===== src/ild_params.svh =====
// Register offsets, field positions, widths and reset values of the detector.
`ifndef ILD_PARAMS_SVH
`define ILD_PARAMS_SVH

`define ILD_MANT_W       10
`define ILD_DWELL_W      20
`define ILD_CFG_W        5
`define ILD_ADDR_W       8
`define ILD_HOLD_W       3
`define ILD_HOLD_MAX     7

`define ILD_ADDR_LOW     8'h04
`define ILD_ADDR_HIGH    8'h05
`define ILD_ADDR_DWELL   8'h06
`define ILD_ADDR_CFG     8'h07

`define ILD_CFG_POL      4
`define ILD_CFG_ILV      3
`define ILD_CFG_HOLD_HI  2
`define ILD_CFG_HOLD_LO  0

`define ILD_RST_LOW      10'h000
`define ILD_RST_HIGH     10'h000
`define ILD_RST_DWELL    20'h00000
`define ILD_RST_CFG      5'h00
`define ILD_RST_FLAGP    1'h0
`define ILD_RST_FLAGS    1'h1
`define ILD_DWELL_ONE    20'h00001

`endif


===== src/ild_pkg.sv =====
// Types shared by the level detector modules.
`include "ild_params.svh"

package ild_pkg;

   typedef enum logic [1:0] {ILD_IDLE, ILD_HIGH, ILD_DWELL} ild_state_t;

   typedef struct packed {
      ild_state_t                 st;
      logic [`ILD_DWELL_W-1:0]    cnt;
   } ild_chan_t;

   typedef struct packed {
      logic [`ILD_MANT_W-1:0]     lower;
      logic [`ILD_MANT_W-1:0]     upper;
      logic [`ILD_DWELL_W-1:0]    dwell;
      logic [`ILD_CFG_W-1:0]      cfg;
      ild_chan_t [1:0]            chan;
      logic [`ILD_DWELL_W-1:0]    rdData;
      logic                       flagP;
      logic                       flagS;
   } ild_regs_t;

endpackage


===== src/ild_flag_if.sv =====
// Raw detection flags and hold-off setting passed to the delay line.
`timescale 1ns/1ps
`include "ild_params.svh"

interface ild_flag_if;
   logic [1:0]              rawFlag;
   logic [`ILD_HOLD_W-1:0]  holdOff;
   logic [1:0]              delayedFlag;

   modport src (output rawFlag, output holdOff, input delayedFlag);
   modport dly (input rawFlag, input holdOff, output delayedFlag);
endinterface


===== src/ild_holdoff_delay.sv =====
// Programmable hold-off delay line for the two detection flags.
`timescale 1ns/1ps
`include "ild_params.svh"

module ild_holdoff_delay
   import ild_pkg::*;
#(
   parameter int HOLD_MAX = `ILD_HOLD_MAX
) (
   input  wire logic  clk,
   input  wire logic  nrst,
   ild_flag_if.dly    fi
);

   typedef struct packed {
      logic [HOLD_MAX-1:0][1:0] hist;
   } ild_dly_t;

   ild_dly_t st;
   ild_dly_t next_st;

   always_comb begin
      next_st = st;
      next_st.hist = {st.hist[HOLD_MAX-2:0], fi.rawFlag};
   end

   always_ff @(posedge clk or negedge nrst) begin
      if (!nrst) begin
         st <= '0;
      end else begin
         st <= next_st;
      end
   end

   // Tap zero bypasses the line so a hold-off of zero adds no cycle.
   always_comb begin
      if (fi.holdOff == '0) begin
         fi.delayedFlag = fi.rawFlag;
      end else begin
         fi.delayedFlag = st.hist[int'(fi.holdOff) - 1];
      end
   end
endmodule


===== src/ild_level_detector_b.sv =====
// Input port B level detector with thresholds, dwell release and hold-off.
`timescale 1ns/1ps
`include "ild_params.svh"

// How it works
// - Lower threshold met when top ten mantissa bits are at or below it.
// - Indicator goes active when top mantissa bits reach the upper threshold.
// - First low sample after an excursion loads the dwell counter.
// - Rising above lower threshold during dwell reloads and waits again.
// - Indicator releases only after the full dwell time at or below lower.
// - Config bit 4 set makes active indicators low, clear makes them high.
// - Single mode drives primary indicator and secondary as its complement.
// - Interleaved mode routes detection by channel select: low primary.
// - Config bits 2..0 delay the indicators by a programmed hold-off.
module ild_level_detector_b
   import ild_pkg::*;
(
   input  wire logic                     clk,
   input  wire logic                     nrst,
   input  wire logic [`ILD_MANT_W-1:0]   sampleMant,
   input  wire logic                     portBChannelSelect,
   input  wire logic                     inputPortSpace,
   input  wire logic [`ILD_ADDR_W-1:0]   channelAddressPointer,
   input  wire logic [`ILD_DWELL_W-1:0]  wrData,
   input  wire logic                     wrStrobe,
   input  wire logic                     rdStrobe,
   output logic      [`ILD_DWELL_W-1:0]  rdData,
   output logic                          levelFlagPrimaryB,
   output logic                          levelFlagSecondaryB
);

   ild_regs_t   st;
   ild_regs_t   next_st;
   ild_flag_if  fi ();

   logic        ilv;
   logic        pol;
   logic        chIdx;

   // One sample step of a channel's detector.
   function automatic ild_chan_t chanStep(
      input ild_chan_t              c,
      input logic [`ILD_MANT_W-1:0] s,
      input logic [`ILD_MANT_W-1:0] lo,
      input logic [`ILD_MANT_W-1:0] hi,
      input logic [`ILD_DWELL_W-1:0] dw
   );
      ild_chan_t n;
      n = c;
      case (c.st)
         ILD_IDLE: begin
            if (s >= hi) begin
               n.st = ILD_HIGH;
            end
         end
         ILD_HIGH: begin
            // Upper wins if thresholds are programmed out of order.
            if (s >= hi) begin
               n.st = ILD_HIGH;
            end else if (s <= lo) begin
               if (dw == `ILD_DWELL_ONE) begin
                  n.st = ILD_IDLE;
               end else begin
                  n.st  = ILD_DWELL;
                  n.cnt = dw - `ILD_DWELL_ONE;
               end
            end
         end
         ILD_DWELL: begin
            if (s > lo) begin
               n.st  = ILD_HIGH;
               n.cnt = dw;
            end else if (c.cnt <= `ILD_DWELL_ONE) begin
               n.st = ILD_IDLE;
            end else begin
               n.cnt = c.cnt - `ILD_DWELL_ONE;
            end
         end
         default: begin
            n.st = ILD_IDLE;
         end
      endcase
      return n;
   endfunction

   assign ilv   = st.cfg[`ILD_CFG_ILV];
   assign pol   = st.cfg[`ILD_CFG_POL];
   assign chIdx = ilv & portBChannelSelect;

   assign fi.rawFlag = {st.chan[1].st != ILD_IDLE, st.chan[0].st != ILD_IDLE};
   assign fi.holdOff = st.cfg[`ILD_CFG_HOLD_HI:`ILD_CFG_HOLD_LO];

   ild_holdoff_delay u_delay (
      .clk  (clk),
      .nrst (nrst),
      .fi   (fi.dly)
   );

   always_comb begin
      next_st = st;
      // Register access through the channel address pointer window.
      if (inputPortSpace && wrStrobe) begin
         case (channelAddressPointer)
            `ILD_ADDR_LOW:   next_st.lower = wrData[`ILD_MANT_W-1:0];
            `ILD_ADDR_HIGH:  next_st.upper = wrData[`ILD_MANT_W-1:0];
            `ILD_ADDR_DWELL: next_st.dwell = wrData;
            `ILD_ADDR_CFG:   next_st.cfg   = wrData[`ILD_CFG_W-1:0];
            default:         next_st.cfg   = st.cfg;
         endcase
      end
      // An unmapped read returns zero so software can probe safely.
      if (inputPortSpace && rdStrobe) begin
         case (channelAddressPointer)
            `ILD_ADDR_LOW:   next_st.rdData = {10'h000, st.lower};
            `ILD_ADDR_HIGH:  next_st.rdData = {10'h000, st.upper};
            `ILD_ADDR_DWELL: next_st.rdData = st.dwell;
            `ILD_ADDR_CFG:   next_st.rdData = {15'h0000, st.cfg};
            default:         next_st.rdData = '0;
         endcase
      end

      // Detection uses the settings in force before this cycle's write.
      if (st.dwell == '0) begin
         next_st.chan = '0;
      end else begin
         next_st.chan[chIdx] = chanStep(st.chan[chIdx], sampleMant,
                                        st.lower, st.upper, st.dwell);
         if (!ilv) begin
            next_st.chan[1] = '0;
         end
      end

      next_st.flagP = fi.delayedFlag[0] ^ pol;
      if (ilv) begin
         next_st.flagS = fi.delayedFlag[1] ^ pol;
      end else begin
         next_st.flagS = ~(fi.delayedFlag[0] ^ pol);
      end
   end

   // One packed record holds registers and detector state, so a single
   // reset clears everything together; the secondary resets high so it
   // starts as the complement of an inactive primary.
   always_ff @(posedge clk or negedge nrst) begin
      if (!nrst) begin
         st        <= '0;
         st.lower  <= `ILD_RST_LOW;
         st.upper  <= `ILD_RST_HIGH;
         st.dwell  <= `ILD_RST_DWELL;
         st.cfg    <= `ILD_RST_CFG;
         st.flagP  <= `ILD_RST_FLAGP;
         st.flagS  <= `ILD_RST_FLAGS;
      end else begin
         st <= next_st;
      end
   end

   assign rdData              = st.rdData;
   assign levelFlagPrimaryB   = st.flagP;
   assign levelFlagSecondaryB = st.flagS;
endmodule


===== config.mk =====
export PLATFORM = sky130hd
export DESIGN_NAME = ild_level_detector_b
export DESIGN_NICKNAME = d
export VERILOG_FILES = /design/src/ild_pkg.sv /design/src/ild_flag_if.sv /design/src/ild_holdoff_delay.sv /design/src/ild_level_detector_b.sv
export VERILOG_INCLUDE_DIRS = /design/src /design/src/src
export SDC_FILE = /design/constraint.sdc
export NUM_CORES = 1
export LEC_CHECK = 0
export BUFFER_PORTS_ARGS = -buffer_cell sky130_fd_sc_hd__buf_2
export CAP_MARGIN = 20
export CELL_PAD_IN_SITES_DETAIL_PLACEMENT = 0
export CELL_PAD_IN_SITES_GLOBAL_PLACEMENT = 1
export CORE_AREA = 2 2 142 144
export DETAILED_ROUTE_END_ITERATION = 10
export DIE_AREA = 0 0 144 146
export PLACE_DENSITY_LB_ADDON = 0.1
export SKIP_CTS_REPAIR_TIMING = 1
export SYNTH_ARGS = -nofsm -noshare
export SYNTH_HDL_FRONTEND = slang
export SYNTH_SLANG_ARGS = --single-unit

===== constraint.sdc =====
create_clock -name clk -period 3.2 [get_ports clk]
set_input_delay 0.48 -clock clk [delete_from_list [all_inputs] [get_ports clk]]
set_output_delay 0.48 -clock clk [all_outputs]
set_load 0.1 [all_outputs]

[After elaboration in Yosys (flattened, before gate mapping)]
Index checks and enable logic that the tools add are counted.
Word-level totals
  bits in registers: 125
  input bits: 44
  logic and storage cells: 77
Cells by class
  add/sub/neg operators: 3
  $lt $le $gt $ge: 7
  eq/ne operators: 7
  mux-type cells: 26
  bitwise operators: 4
  reductions and logical operators: 12
Operators by type and width (number)
  $mux W22: 6
  $mux W20: 4
  $pmux W20 S4: 1
  $bwmux W44: 1
  $mux W44: 1
  $pmux W20 S2: 1
  $sub A20 B1 Y20 const B: 2
  $eq A8 B3 Y1 const B: 4
  $lt A32 B5 Y1 const B: 1
  $demux W22 S1: 1
  $eq A20 B1 Y1 const B: 1
  $le A20 B1 Y1 const B: 1
  $logic_not A20 Y1: 1
  $mux W2: 8
  $ge A10 B10 Y1: 1
  $gt A10 B10 Y1: 1
  $le A10 B10 Y1: 1
  $reduce_and A2 Y1: 4
  $bmux W2 S3: 1
  $pmux W2 S3: 1
  $reduce_bool A2 Y1: 2
  $sub A3 B1 Y4 const B: 1
  $logic_and A1 B1 Y1: 3
  $logic_not A3 Y1: 1
  9 further kinds: 10

[Depth between registers and ports, before layout]
Gate-level depths: netlist of run 1.
  depth in word-level cells: 11
  mapped depth: 14
  depth with buffers taken out: 10

[Hierarchy]
From an unflattened synthesis of run 1, not the netlist that was laid out.
Unflattened totals
  cells, all modules: 808
  area total of the unflattened synthesis: 7786.2 um2
By module, submodules not included
  ild_level_detector_b: instances 1, cells each 773, area each 7243.2 um2, seq. area each 2778.9 um2
  ild_holdoff_delay: instances 1, cells each 35, area each 543.0 um2, seq. area each 350.3 um2

[Worst setup path after synthesis of run 1]
Ideal clock, no wire load.
  kind: in2reg
  from: in portBChannelSelect
  to: reg st[32] (netlist name)
  arrival time: 3.431 ns
  data required time: 3.063 ns
  slack: -0.368 ns
  stages: 13
  path through: buf_4 and2_1 clkbuf_1 buf_1 mux2i_1 inv_1 ha_1 clkbuf_1 clkbuf_1 clkbuf_1 nor2_1 o21ai_0 a21oi_1
Between the ends
  word-level cells in the longest chain between the ends: 10
  elaborated cells between the ends (all ways): 21
  those cells by class: add/sub (1); order compare (3); eq/ne (2); mux (13); bitwise (1); reduce/logical (1)
RTL lines
  start: declaration: line ild_level_detector_b.sv:21  | input wire logic portBChannelSelect,
  $and A1 B1 Y1 (*): line ild_level_detector_b.sv:88  | assign chIdx = ilv & portBChannelSelect;
  $mux W22 (implied by the code) (2 in a row): line ild_level_detector_b.sv:126  | next_st.chan[chIdx] = chanStep(st.chan[chIdx], sampleMant,
  $sub A20 B1 Y20 (no source line) (tied with other cells)
  $mux W20 / $mux W22 (equally long branches): line ild_level_detector_b.sv:73, ild_level_detector_b.sv:60
  $mux W22 / $mux W20 (equally long branches): line ild_level_detector_b.sv:70, ild_level_detector_b.sv:58
  $pmux W20 S2: line ild_level_detector_b.sv:50  | case (c.st)
  $mux W20: line ild_level_detector_b.sv:123  | if (st.dwell == '0) begin
  $bwmux W44 (*): line ild_level_detector_b.sv:126
  $mux W44 (*): line ild_level_detector_b.sv:123
  end signal: assignment: line ild_level_detector_b.sv:154  | st <= next_st;
  end: declaration: line ild_level_detector_b.sv:32  | ild_regs_t st;
Every way passes the cells marked *; elsewhere a longest branch is shown, timed or not. The select of a mux whose other input is x is not followed.
A chain may end at the register's enable or synchronous reset.

[Worst setup path after layout of run 1]
  from: reg st, in the netlist ilv
  to: reg st[58] (netlist name)
Between the ends
  word-level cells in the longest chain between the ends: 11
  elaborated cells between the ends (all ways): 22
  those cells by class: add/sub (1); order compare (3); eq/ne (2); mux (14); bitwise (1); reduce/logical (1)
RTL lines
  $and A1 B1 Y1: line ild_level_detector_b.sv:88
  $mux W22 (implied by the code) (2 in a row): line ild_level_detector_b.sv:126
  $sub A20 B1 Y20 (no source line) (tied with other cells)
  $mux W20 / $mux W22 (equally long branches): line ild_level_detector_b.sv:73, ild_level_detector_b.sv:60
  $mux W22 / $mux W20 (equally long branches): line ild_level_detector_b.sv:70, ild_level_detector_b.sv:58
  $pmux W20 S2: line ild_level_detector_b.sv:50
  $mux W20: line ild_level_detector_b.sv:123
  $bwmux W44: line ild_level_detector_b.sv:126
  $mux W22 (*): line ild_level_detector_b.sv:128  | if (!ilv) begin
  $mux W44 (*): line ild_level_detector_b.sv:123
Marked as above.

==> results of run 1 <==
[Yosys cell counts, types with 5 or more instances]
master / count / area, um2
mux4_2: 7 / 158
o31ai_1: 8 / 60.1
nand3_1: 17 / 85.1
a211oi_1: 11 / 82.6
o21ai_0: 63 / 315
nor4_1: 16 / 100
and3_1: 9 / 56.3
nor3_1: 19 / 95.1
mux2_2: 35 / 394
clkbuf_1: 33 / 124
a31oi_1: 5 / 31.3
dfrtp_1: 124 / 3100
nor2b_1: 6 / 37.5
buf_2: 6 / 30.0
inv_1: 31 / 116
o21ai_1: 12 / 60.1
nand2_1: 95 / 357
a221oi_1: 5 / 43.8
o21a_1: 5 / 37.5
a22o_1: 18 / 158
mux2i_1: 31 / 310
xnor2_1: 12 / 105
buf_4: 21 / 158
xor2_1: 10 / 87.6
nand4_1: 8 / 50.1
or3_1: 5 / 31.3
o211ai_1: 12 / 90.1
nand2b_1: 6 / 37.5
a211o_1: 5 / 43.8
ha_1: 31 / 388
nor2_1: 44 / 165
a21oi_1: 43 / 215
[flip-flops by register name (all words and copies together) (netlist names)]
name,count
levelFlagPrimaryB,1
st,84
rdData,20
ilv,1
u_delay.next_st,12
pol,1
fi.holdOff,3
u_delay.st,2
levelFlagSecondaryB,1
[cell type report]
cell class | count | share of cell area
flip-flops and latches | 125 | 0.323
well taps | 265 | 0.0342
clock buffers | 17 | 0.0438
clock inverters | 15 | 0.0178
multi-input cells | 632 | 0.468
inverters | 31 | 0.0124
repair buffers | 146 | 0.101
[worst register-to-register path: stages (launching register included)]
cell	delay (ns)
dfrtp_1	0.41
buf_12	0.20
and2_1	0.19
mux2i_1	0.29
ha_1	0.21
a21bo_2	0.25
nor4_2	0.30
o211ai_2	0.19
and3_1	0.21
o31a_1	0.23
a221o_1	0.28
a22o_1	0.18
[routing by layer]
metal  vias up  wire, um
met4         0       542
met1      3567     11400
met3        37      1180
met5         -         0
met2       178     12100
li1       3361         -
[through the flow]
stage          worst slack [ns]  hold slack (ns)  std cells  utilization
4_1_cts                  -0.112            0.130       1227        0.496
3_5_place_dp             -0.278            0.357       1195        0.466
5_1_grt                0.000951            0.150       1231        0.502
3_3_place_gp             -0.299            0.356       1195        0.466
6_report                  0.137            0.105       1231        0.502
2_1_floorplan            0.0310            0.184        854            -
[power groups by stage]
stage	Clock, mW	Combinational (mW)	Sequential [mW]
2_1_floorplan	0	1.77	2.01
3_5_place_dp	0	2.83	1.96
4_1_cts	2.03	2.84	1.94
3_3_place_gp	0	2.81	1.96
6_report	1.99	2.95	1.94
5_1_grt	2.11	3.22	1.96
[logic make-up (layout without fill, tap and decap cells)]
logic type / after synthesis / after routing / share of synthesized area
and+or+nand+nor: 261 / 261 / 0.166
adders and majority gates: 31 / 31 / 0.0480
xor gates and xnor gates: 22 / 22 / 0.0238
DFF: 125 / 125 / 0.387
muxes: 74 / 74 / 0.109
AOI/OAI and AO/OA: 244 / 244 / 0.207
buffers and inverters: 97 / 209 / 0.0585
[worst paths after layout]
path,to,cells past startpoint
min in group clk,st[87],2
max in group asynchronous,st[32],2
worst min-delay path,u_delay.next_st[10],1
worst max-delay path,st[58],11
worst max register to register,st[58],11
worst min register to register,u_delay.next_st[7],0
==> flow_summary.json, run 1 <==
{
  "combinationalPowerShare": 0.428,
  "r2r-start": "ilv",
  "pwr-share-clk": 0.290,
  "ys_types": 85,
  "cpPeakStageDelay_ns": 0.41,
  "io_buffers": 65,
  "ys_seq_elements": 125,
  "grt_pass1_wl_um": 40900,
  "syn-cell-area_um2": 8080,
  "wl_um": 25200,
  "finalHoldViolCount": 0,
  "fin_nets": 1028,
  "drt_iter0_markers": 477,
  "power_leakage_nw": 4.49,
  "syn-num-nets": 929,
  "ant_nets": 0,
  "synthCells": 854,
  "place_hpwl_um": 19200,
  "multi_input_area_um2": 4540,
  "yosys_warnings": 0,
  "switching_share": 0.397,
  "maxCapViolations": 0,
  "htreeDepth": 4,
  "die_h_um": 146,
  "place_area_um2": 9000,
  "worstPathRequired_ns": 3.51,
  "grt.met1_usage": 0.340,
  "synthArstFlopShare": 1.00,
  "yosysSeqAreaShare": 0.387,
  "p_sw_mw": 2.73,
  "hp-class": "primary input to async pin",
  "wl_per_cell_um": 20.5,
  "crit_family": "compound AO/OA/AOI/OAI gates",
  "finalSetupTns_ns": 0,
  "drive_above_1_share": 0.276,
  "synth_flop_cell": "dfrtp_1",
  "seq_area_um2": 3130,
  "worstSetupPathType": "register to register",
  "total_power_mw": 6.88,
  "clock-sinks": 125,
  "final_common_cell": "dfrtp_1",
  "grt.met2_usage": 0.412,
  "insertion_delay_ns": 0.43,
  "n_fill_cell": 1852,
  "path_buf_inv": 1,
  "ios": 66,
  "grt_util_all_layers": 0.252,
  "clkTransAtPathRegs_ns": 0.06,
  "pwr-share-seq": 0.282,
  "antenna_found_initial": 0,
  "cts_buffers": 17,
  "cts_root_buf": "clkbuf_16",
  "synth_edf_count": 0,
  "run_status": "completed",
  "rows": 51,
  "period_share": 0.957,
  "grt_pass1_vias": 7359,
  "die_w_um": 144,
  "critPathSlowestCell": "dfrtp_1",
  "crit_start": "ilv",
  "cts_tree": "built",
  "dieArea_um2": 21000,
  "ctsLongestPathBuffers": 2,
  "core_um2": 19300,
  "ff2ff_setup_slack_ns": 0.14,
  "area_growth_pct": 20.1,
  "vias": 7143,
  "worstMarginPinSlew_ns": 0.911,
  "fin_skew_ns": 0.0160,
  "setup_viol_count_final": 0,
  "power_density_nw_per_um2": 709,
  "avgSynthCellArea_um2": 9.46,
  "crit_fanout": 19,
  "internal_power_mw": 4.15,
  "vdd_drop_max_v": 0.000385,
  "via_per_inst": 5.80,
  "endpoint_kind": "register",
  "met3_usage": 0.0500,
  "final_area_um2": 9700,
  "antenna_cells": 0,
  "cp-start-kind": "register",
  "initial_core_util": 0.418,
  "grt_max_degree": 54,
  "cp.arrival_ns": 3.37,
  "final_cell_mix": "dfrtp_1, nand2_1, buf_4",
  "slew_violations": 0,
  "fmax_mhz": 326,
  "grt.busiest_layer": "met2",
  "grt_setup_unrepaired": "no",
  "gp_congestion": 0.880,
  "drt-pass1-iter-count": 5,
  "period_needed_ns": 3.06,
  "cp_cell_sequence": "buf_12 -> and2_1 -> mux2i_1 -> ha_1 -> a21bo_2 -> nor4_2 -> o211ai_2 -> and3_1 -> o31a_1 -> a221o_1 -> a22o_1",
  "slew_headroom": 0.391,
  "grt_remaining_overflow": 0,
  "drc_errors": 0
}
(Power assumes the default switching activity.)
==> inputs of run 2 (changes only) <==
Settings changed: CELL_PAD_IN_SITES_DETAIL_PLACEMENT 0 to 2, CELL_PAD_IN_SITES_GLOBAL_PLACEMENT 1 to 2, CORE_AREA 2 2 142 144 to 2 2 155 157, CTS_CLUSTER_DIAMETER set to 40, DIE_AREA 0 0 144 146 to 0 0 157 159.
==> run 2 against run 1 <==
Final area grew 2.9%. Clock power grew 8%. Combinational power grew 18%. Register-to-register slack is essentially flat. Maximum frequency is essentially flat. Critical path type unchanged.
==> flow_summary.json, run 2 (synthesis results as in run 1) <==
{
  "run_status": "completed",
  "power_leakage_nw": 4.58,
  "grt_max_degree": 74,
  "r2r_cells": 13,
  "drt_iter0_markers": 408,
  "cts_buffers": 17,
  "cts_tree": "built",
  "crit_fanout": 8,
  "antenna_found_initial": 1,
  "final_common_cell": "dfrtp_1",
  "clkTransAtPathRegs_ns": 0.07,
  "drive_above_1_share": 0.290,
  "worstSetupPathType": "register to register",
  "power_density_nw_per_um2": 760,
  "cts_root_buf": "clkbuf_16",
  "place_hpwl_um": 23400,
  "fin_nets": 1031,
  "dieArea_um2": 25000,
  "fin_hold_ws_ns": 0.102,
  "drt-pass1-iter-count": 5,
  "grt_pass1_vias": 8475,
  "cp_cell_sequence": "inv_1 -> ha_1 -> a21oi_1 -> o21ai_0 -> a2111oi_2 -> buf_4 -> o22ai_2 -> nor2_2 -> buf_4 -> o21ai_0 -> a211oi_2 -> buf_4 -> o21ai_0",
  "critPathSlowestCell": "a2111oi_2",
  "area_growth_pct": 23.5,
  "period_share": 0.957,
  "final_cell_mix": "dfrtp_1, nand2_1, buf_4",
  "initial_core_util": 0.348,
  "fin_skew_ns": 0.0100,
  "slew_headroom": 0.391,
  "fmax_mhz": 327,
  "core_um2": 23200,
  "ctsLongestPathBuffers": 2,
  "hp-class": "primary input to async pin",
  "finalHoldViolCount": 0,
  "rr_endpoint": "st[63]",
  "ios": 66,
  "maxCapViolations": 0,
  "vias": 7508,
  "r2r-start": "st[106]",
  "drc_errors": 0,
  "via_per_inst": 5.82,
  "regMostFlops": "st",
  "place_area_um2": 9090,
  "cpPeakStageDelay_ns": 0.41,
  "cp-start-kind": "register",
  "die_w_um": 157,
  "ant_nets": 0,
  "htreeDepth": 4,
  "endpoint_kind": "register",
  "ff2ff_setup_slack_ns": 0.14,
  "grt_util_all_layers": 0.264,
  "grt_remaining_overflow": 0,
  "worstMarginPinSlew_ns": 0.911,
  "cp-endpoint": "st[63]",
  "rows": 56,
  "insertion_delay_ns": 0.44,
  "clock-sinks": 125,
  "largest_reg_flops": 84,
  "io_buffers": 65,
  "period_needed_ns": 3.06,
  "worstPathRequired_ns": 3.51,
  "final_area_um2": 9980,
  "slew_violations": 0,
  "cp.arrival_ns": 3.38,
  "setup_viol_count_final": 0,
  "crit_start": "st[106]",
  "die_h_um": 159,
  "final_util": 0.430,
  "gp_congestion": 0.823,
  "vdd_drop_max_v": 0.000304,
  "wl_um": 31800,
  "wl_per_cell_um": 24.6,
  "grt_pass1_wl_um": 50300
}
run 2: changes by cell type in the layout (fill, tap and decap cells not counted), sizes merged:
cell      delta
clkbuf       +2
clkinvlp     -1
clkinv       +1
diode        +1
buf          +1
run 2: where the power goes:
| group | leakage (nW) | switching (mW) | internal (mW) |
|---|---|---|---|
| sequential | 1.63 | 0.174 | 1.79 |
| clock | 0.316 | 0.936 | 1.21 |
| combinational | 2.63 | 2.07 | 1.40 |
| total | 4.58 | 3.18 | 4.40 |
run 2: routing by layer:
layer  wire length, um  global-route usage  up-vias
met5                 0                   0        -
met4               754              0.0905        0
met3               933              0.0324       46
met2             16000               0.448      136
met1             14100               0.346     3963
li1                  -                   -     3363
run 2: layout make-up:
cell class              instances  area, um2
fillers                      2536      13200
diodes                          1       2.50
inverters                      31        120
repair buffers                149       1030
well taps                     319        399
flip-flops and latches        125       3130
multi-input cells             632       4650
clock inverters                15        221
clock buffers                  17        425
run 2: worst min path at each step:
stage          slack (ns)                  end               start  cells past startpoint
2_1_floorplan        0.18        fi.holdOff[0]                nrst                      0
3_3_place_gp         0.36   u_delay.next_st[7]  u_delay.next_st[5]                      0
3_5_place_dp         0.36   u_delay.next_st[6]  u_delay.next_st[4]                      0
4_1_cts              0.12   u_delay.next_st[8]                nrst                      1
5_1_grt              0.14  u_delay.next_st[10]                nrst                      1
6_report             0.10  u_delay.next_st[10]                nrst                      1
run 2: metrics by stage:
| step | TNS, ns | power (mW) | worst slack, ns | instances |
|---|---|---|---|---|
| 2_1_floorplan | 0 | 3.78 | 0.0310 | 854 |
| 3_3_place_gp | -4.90 | 4.95 | -0.405 | 1250 |
| 3_5_place_dp | -5.47 | 5.07 | -0.388 | 1250 |
| 4_1_cts | -2.50 | 7.27 | -0.242 | 1282 |
| 5_1_grt | -0.0533 | 7.99 | -0.0303 | 1289 |
| 6_report | 0 | 7.58 | 0.139 | 1289 |
run 2: critical path, delay by kind of cell (launching register included):
family | cells | cell delay [ns]
flops | 1 | 0.39
fa+ha+maj | 1 | 0.28
compound gates | 7 | 1.42
buf+inv | 4 | 0.70
simple gates | 1 | 0.13
==> inputs of run 3 (changes only) <==
Settings changed: CAP_MARGIN 20 to unset, CORE_AREA 2 2 155 157 to 2 2 153 155, DIE_AREA 0 0 157 159 to 0 0 155 157, SYNTH_HIERARCHICAL set to 1.
==> run 3 against run 2 <==
Clock skew decreased by 0.0014 ns. Setup slack got worse by 0.061 ns. Sequential share of layout area increased by 1.4 points. Clock-buffer cell count unchanged. Clock power decreased by 7%. Cell count decreased by 5.7%. Critical endpoint is now st[46]. Maximum frequency decreased by 2.0%. Critical path depth decreased by 2. Global-route usage decreased by 0.62 points. Largest cell class unchanged.
==> flow_summary.json, run 3 <==
{
  "cts_root_buf": "clkbuf_16",
  "fin_nets": 992,
  "synth_area_leaders": "dfrtp_1, mux2_2, ha_1",
  "wl_per_cell_um": 24.9,
  "internal_power_mw": 4.17,
  "io_buffers": 65,
  "vdd_drop_max_v": 0.000250,
  "fin_skew_ns": 0.00859,
  "switching_share": 0.411,
  "power_density_nw_per_um2": 741,
  "grt_remaining_overflow": 0,
  "crit_fanout": 15,
  "path_buf_inv": 3,
  "slew_headroom": 0.408,
  "ys_seq_elements": 125,
  "place_inst": 1179,
  "fin_cells": 1215,
  "worstMarginPinSlew_ns": 0.885,
  "wl_um": 30300,
  "cpPeakStageDelay_ns": 0.47,
  "syn-num-nets": 883,
  "crit_family": "compound AO/OA/AOI/OAI gates",
  "antenna_found_initial": 1,
  "critPathMostFrequentCell": "buf_4",
  "setup_viol_count_final": 0,
  "grt_pass1_vias": 7898,
  "yosysMostFrequentCell": "dfrtp_1",
  "critPathSlowestCell": "dfrtp_2",
  "htreeDepth": 4,
  "largest_reg_flops": 84,
  "die_h_um": 157,
  "place_hpwl_um": 22600,
  "maxCapViolations": 0,
  "antenna_cells": 0,
  "avgSynthCellArea_um2": 9.64,
  "synth_edf_count": 0,
  "insertion_delay_ns": 0.43,
  "yosysSeqAreaShare": 0.402,
  "yosysTopAreaCellShare": 0.399,
  "grt_setup_unrepaired": "yes",
  "ys_types": 77,
  "synthArstFlopShare": 1.00,
  "fin_hold_ws_ns": 0.0993,
  "dieArea_um2": 24300,
  "area_growth_pct": 22.7,
  "grt_pass1_wl_um": 47500,
  "finalHoldViolCount": 0,
  "fmax_mhz": 320,
  "yosys.area.top_type": "dfrtp_1",
  "synth_flop_cell": "dfrtp_1",
  "ios": 66,
  "run_status": "completed",
  "drive_above_1_share": 0.289,
  "cts_tree": "built",
  "p_sw_mw": 2.91,
  "initial_core_util": 0.346,
  "core_um2": 22500,
  "rows": 55,
  "cp.arrival_ns": 3.40,
  "drt-pass1-iter-count": 5,
  "ant_nets": 0,
  "worstPathRequired_ns": 3.48,
  "combinationalPowerShare": 0.397,
  "drc_errors": 0,
  "endpoint_kind": "register",
  "slew_violations": 0,
  "regMostFlops": "st",
  "final_util": 0.425,
  "die_w_um": 155,
  "vias": 7088,
  "period_needed_ns": 3.12,
  "gp_congestion": 0.842,
  "period_share": 0.976,
  "synth_common_cells": "dfrtp_1, nand2_1, o21ai_0, nor2_1, mux2_2",
  "synthCells": 808,
  "cts_buffers": 17,
  "clock-sinks": 125,
  "cp_cell_sequence": "buf_4 -> a211o_1 -> a222oi_1 -> buf_4 -> nand3_4 -> o21ai_0 -> mux2i_1 -> o32ai_1 -> a221oi_1 -> buf_4 -> o21ai_0",
  "syn-cell-area_um2": 7790,
  "final_cell_mix": "dfrtp_1, buf_4, nand2_1",
  "grt_util_all_layers": 0.257,
  "hp-class": "primary input to async pin",
  "via_per_inst": 5.83,
  "pwr-share-clk": 0.284,
  "cp-start-kind": "register",
  "grt_max_degree": 57,
  "worstSetupPathType": "register to register",
  "final_common_cell": "dfrtp_1",
  "yosys_warnings": 6,
  "pwr-share-seq": 0.319,
  "ctsLongestPathBuffers": 2,
  "clkTransAtPathRegs_ns": 0.07,
  "power_leakage_nw": 4.44,
  "drt_iter0_markers": 354
}
## run 3: final cells by class
class                           count  area (um2)
Inverter                           36         135
Tap cell                          285         357
Clock inverter                     15         173
Clock buffer                       17         425
Sequential cell                   125        3130
Multi-Input combinational cell    587        4350
Timing Repair Buffer              150         991
Fill cell                        2406       12900
## run 3: logic make-up (layout without fill, tap and decap cells)
family | Yosys count | after routing | synth area share
flip-flops | 125 | 125 | 0.402
AO/OA/AOI/OAI | 233 | 233 | 0.210
AND/OR/NAND/NOR | 236 | 236 | 0.153
buffers and inverters | 96 | 218 | 0.0590
adder cells (fa/ha/maj) | 31 | 31 | 0.0498
XOR/XNOR | 17 | 17 | 0.0191
multiplexers | 70 | 70 | 0.108
## run 3: worst paths after layout
path / startpoint / to / slack (ns) / cells past startpoint
max: ilv / st[46] / 0.08 / 11
min: nrst / u_delay/st[13] / 0.1 / 1
max reg2reg: ilv / st[46] / 0.08 / 11
min reg2reg: u_delay/next_st[2] / u_delay/next_st[4] / 0.37 / 0
max in group asynchronous: nrst / st[28] / 2.30 / 2
min in group clk: wrData[18] / st[89] / 0.29 / 2
## run 3: per-layer routing
layer / vias to the layer above / wire, um / track usage / part of all wire
met2: 157 / 14800 / 0.441 / 0.49
met1: 3674 / 13700 / 0.339 / 0.45
met5: - / 0 / 0 / 0
li1: 3214 / - / - / -
met4: 0 / 666 / 0.0811 / 0.022
met3: 43 / 1040 / 0.0339 / 0.034
## run 3: through the flow
stage / setup WS [ns] / setup TNS, ns / cell area, um2 / power [mW]
2_1_floorplan: 0.00872 / 0 / 7810 / 3.82
3_3_place_gp: -0.0322 / -0.0599 / 8790 / 4.83
3_5_place_dp: -0.152 / -0.913 / 8790 / 4.95
4_1_cts: -0.0731 / -0.189 / 9390 / 7.01
5_1_grt: -0.0977 / -0.284 / 9560 / 7.50
6_report: 0.0774 / 0 / 9560 / 7.08
## run 3: power groups by stage
| stage | clock network (mW) | registers (mW) | logic (mW) |
|---|---|---|---|
| floorplan | 0 | 2.25 | 1.58 |
| global placement | 0 | 2.25 | 2.58 |
| detailed placement | 0 | 2.27 | 2.68 |
| CTS | 2.06 | 2.25 | 2.71 |
| global route | 2.12 | 2.31 | 3.07 |
| finish | 2.01 | 2.26 | 2.81 |
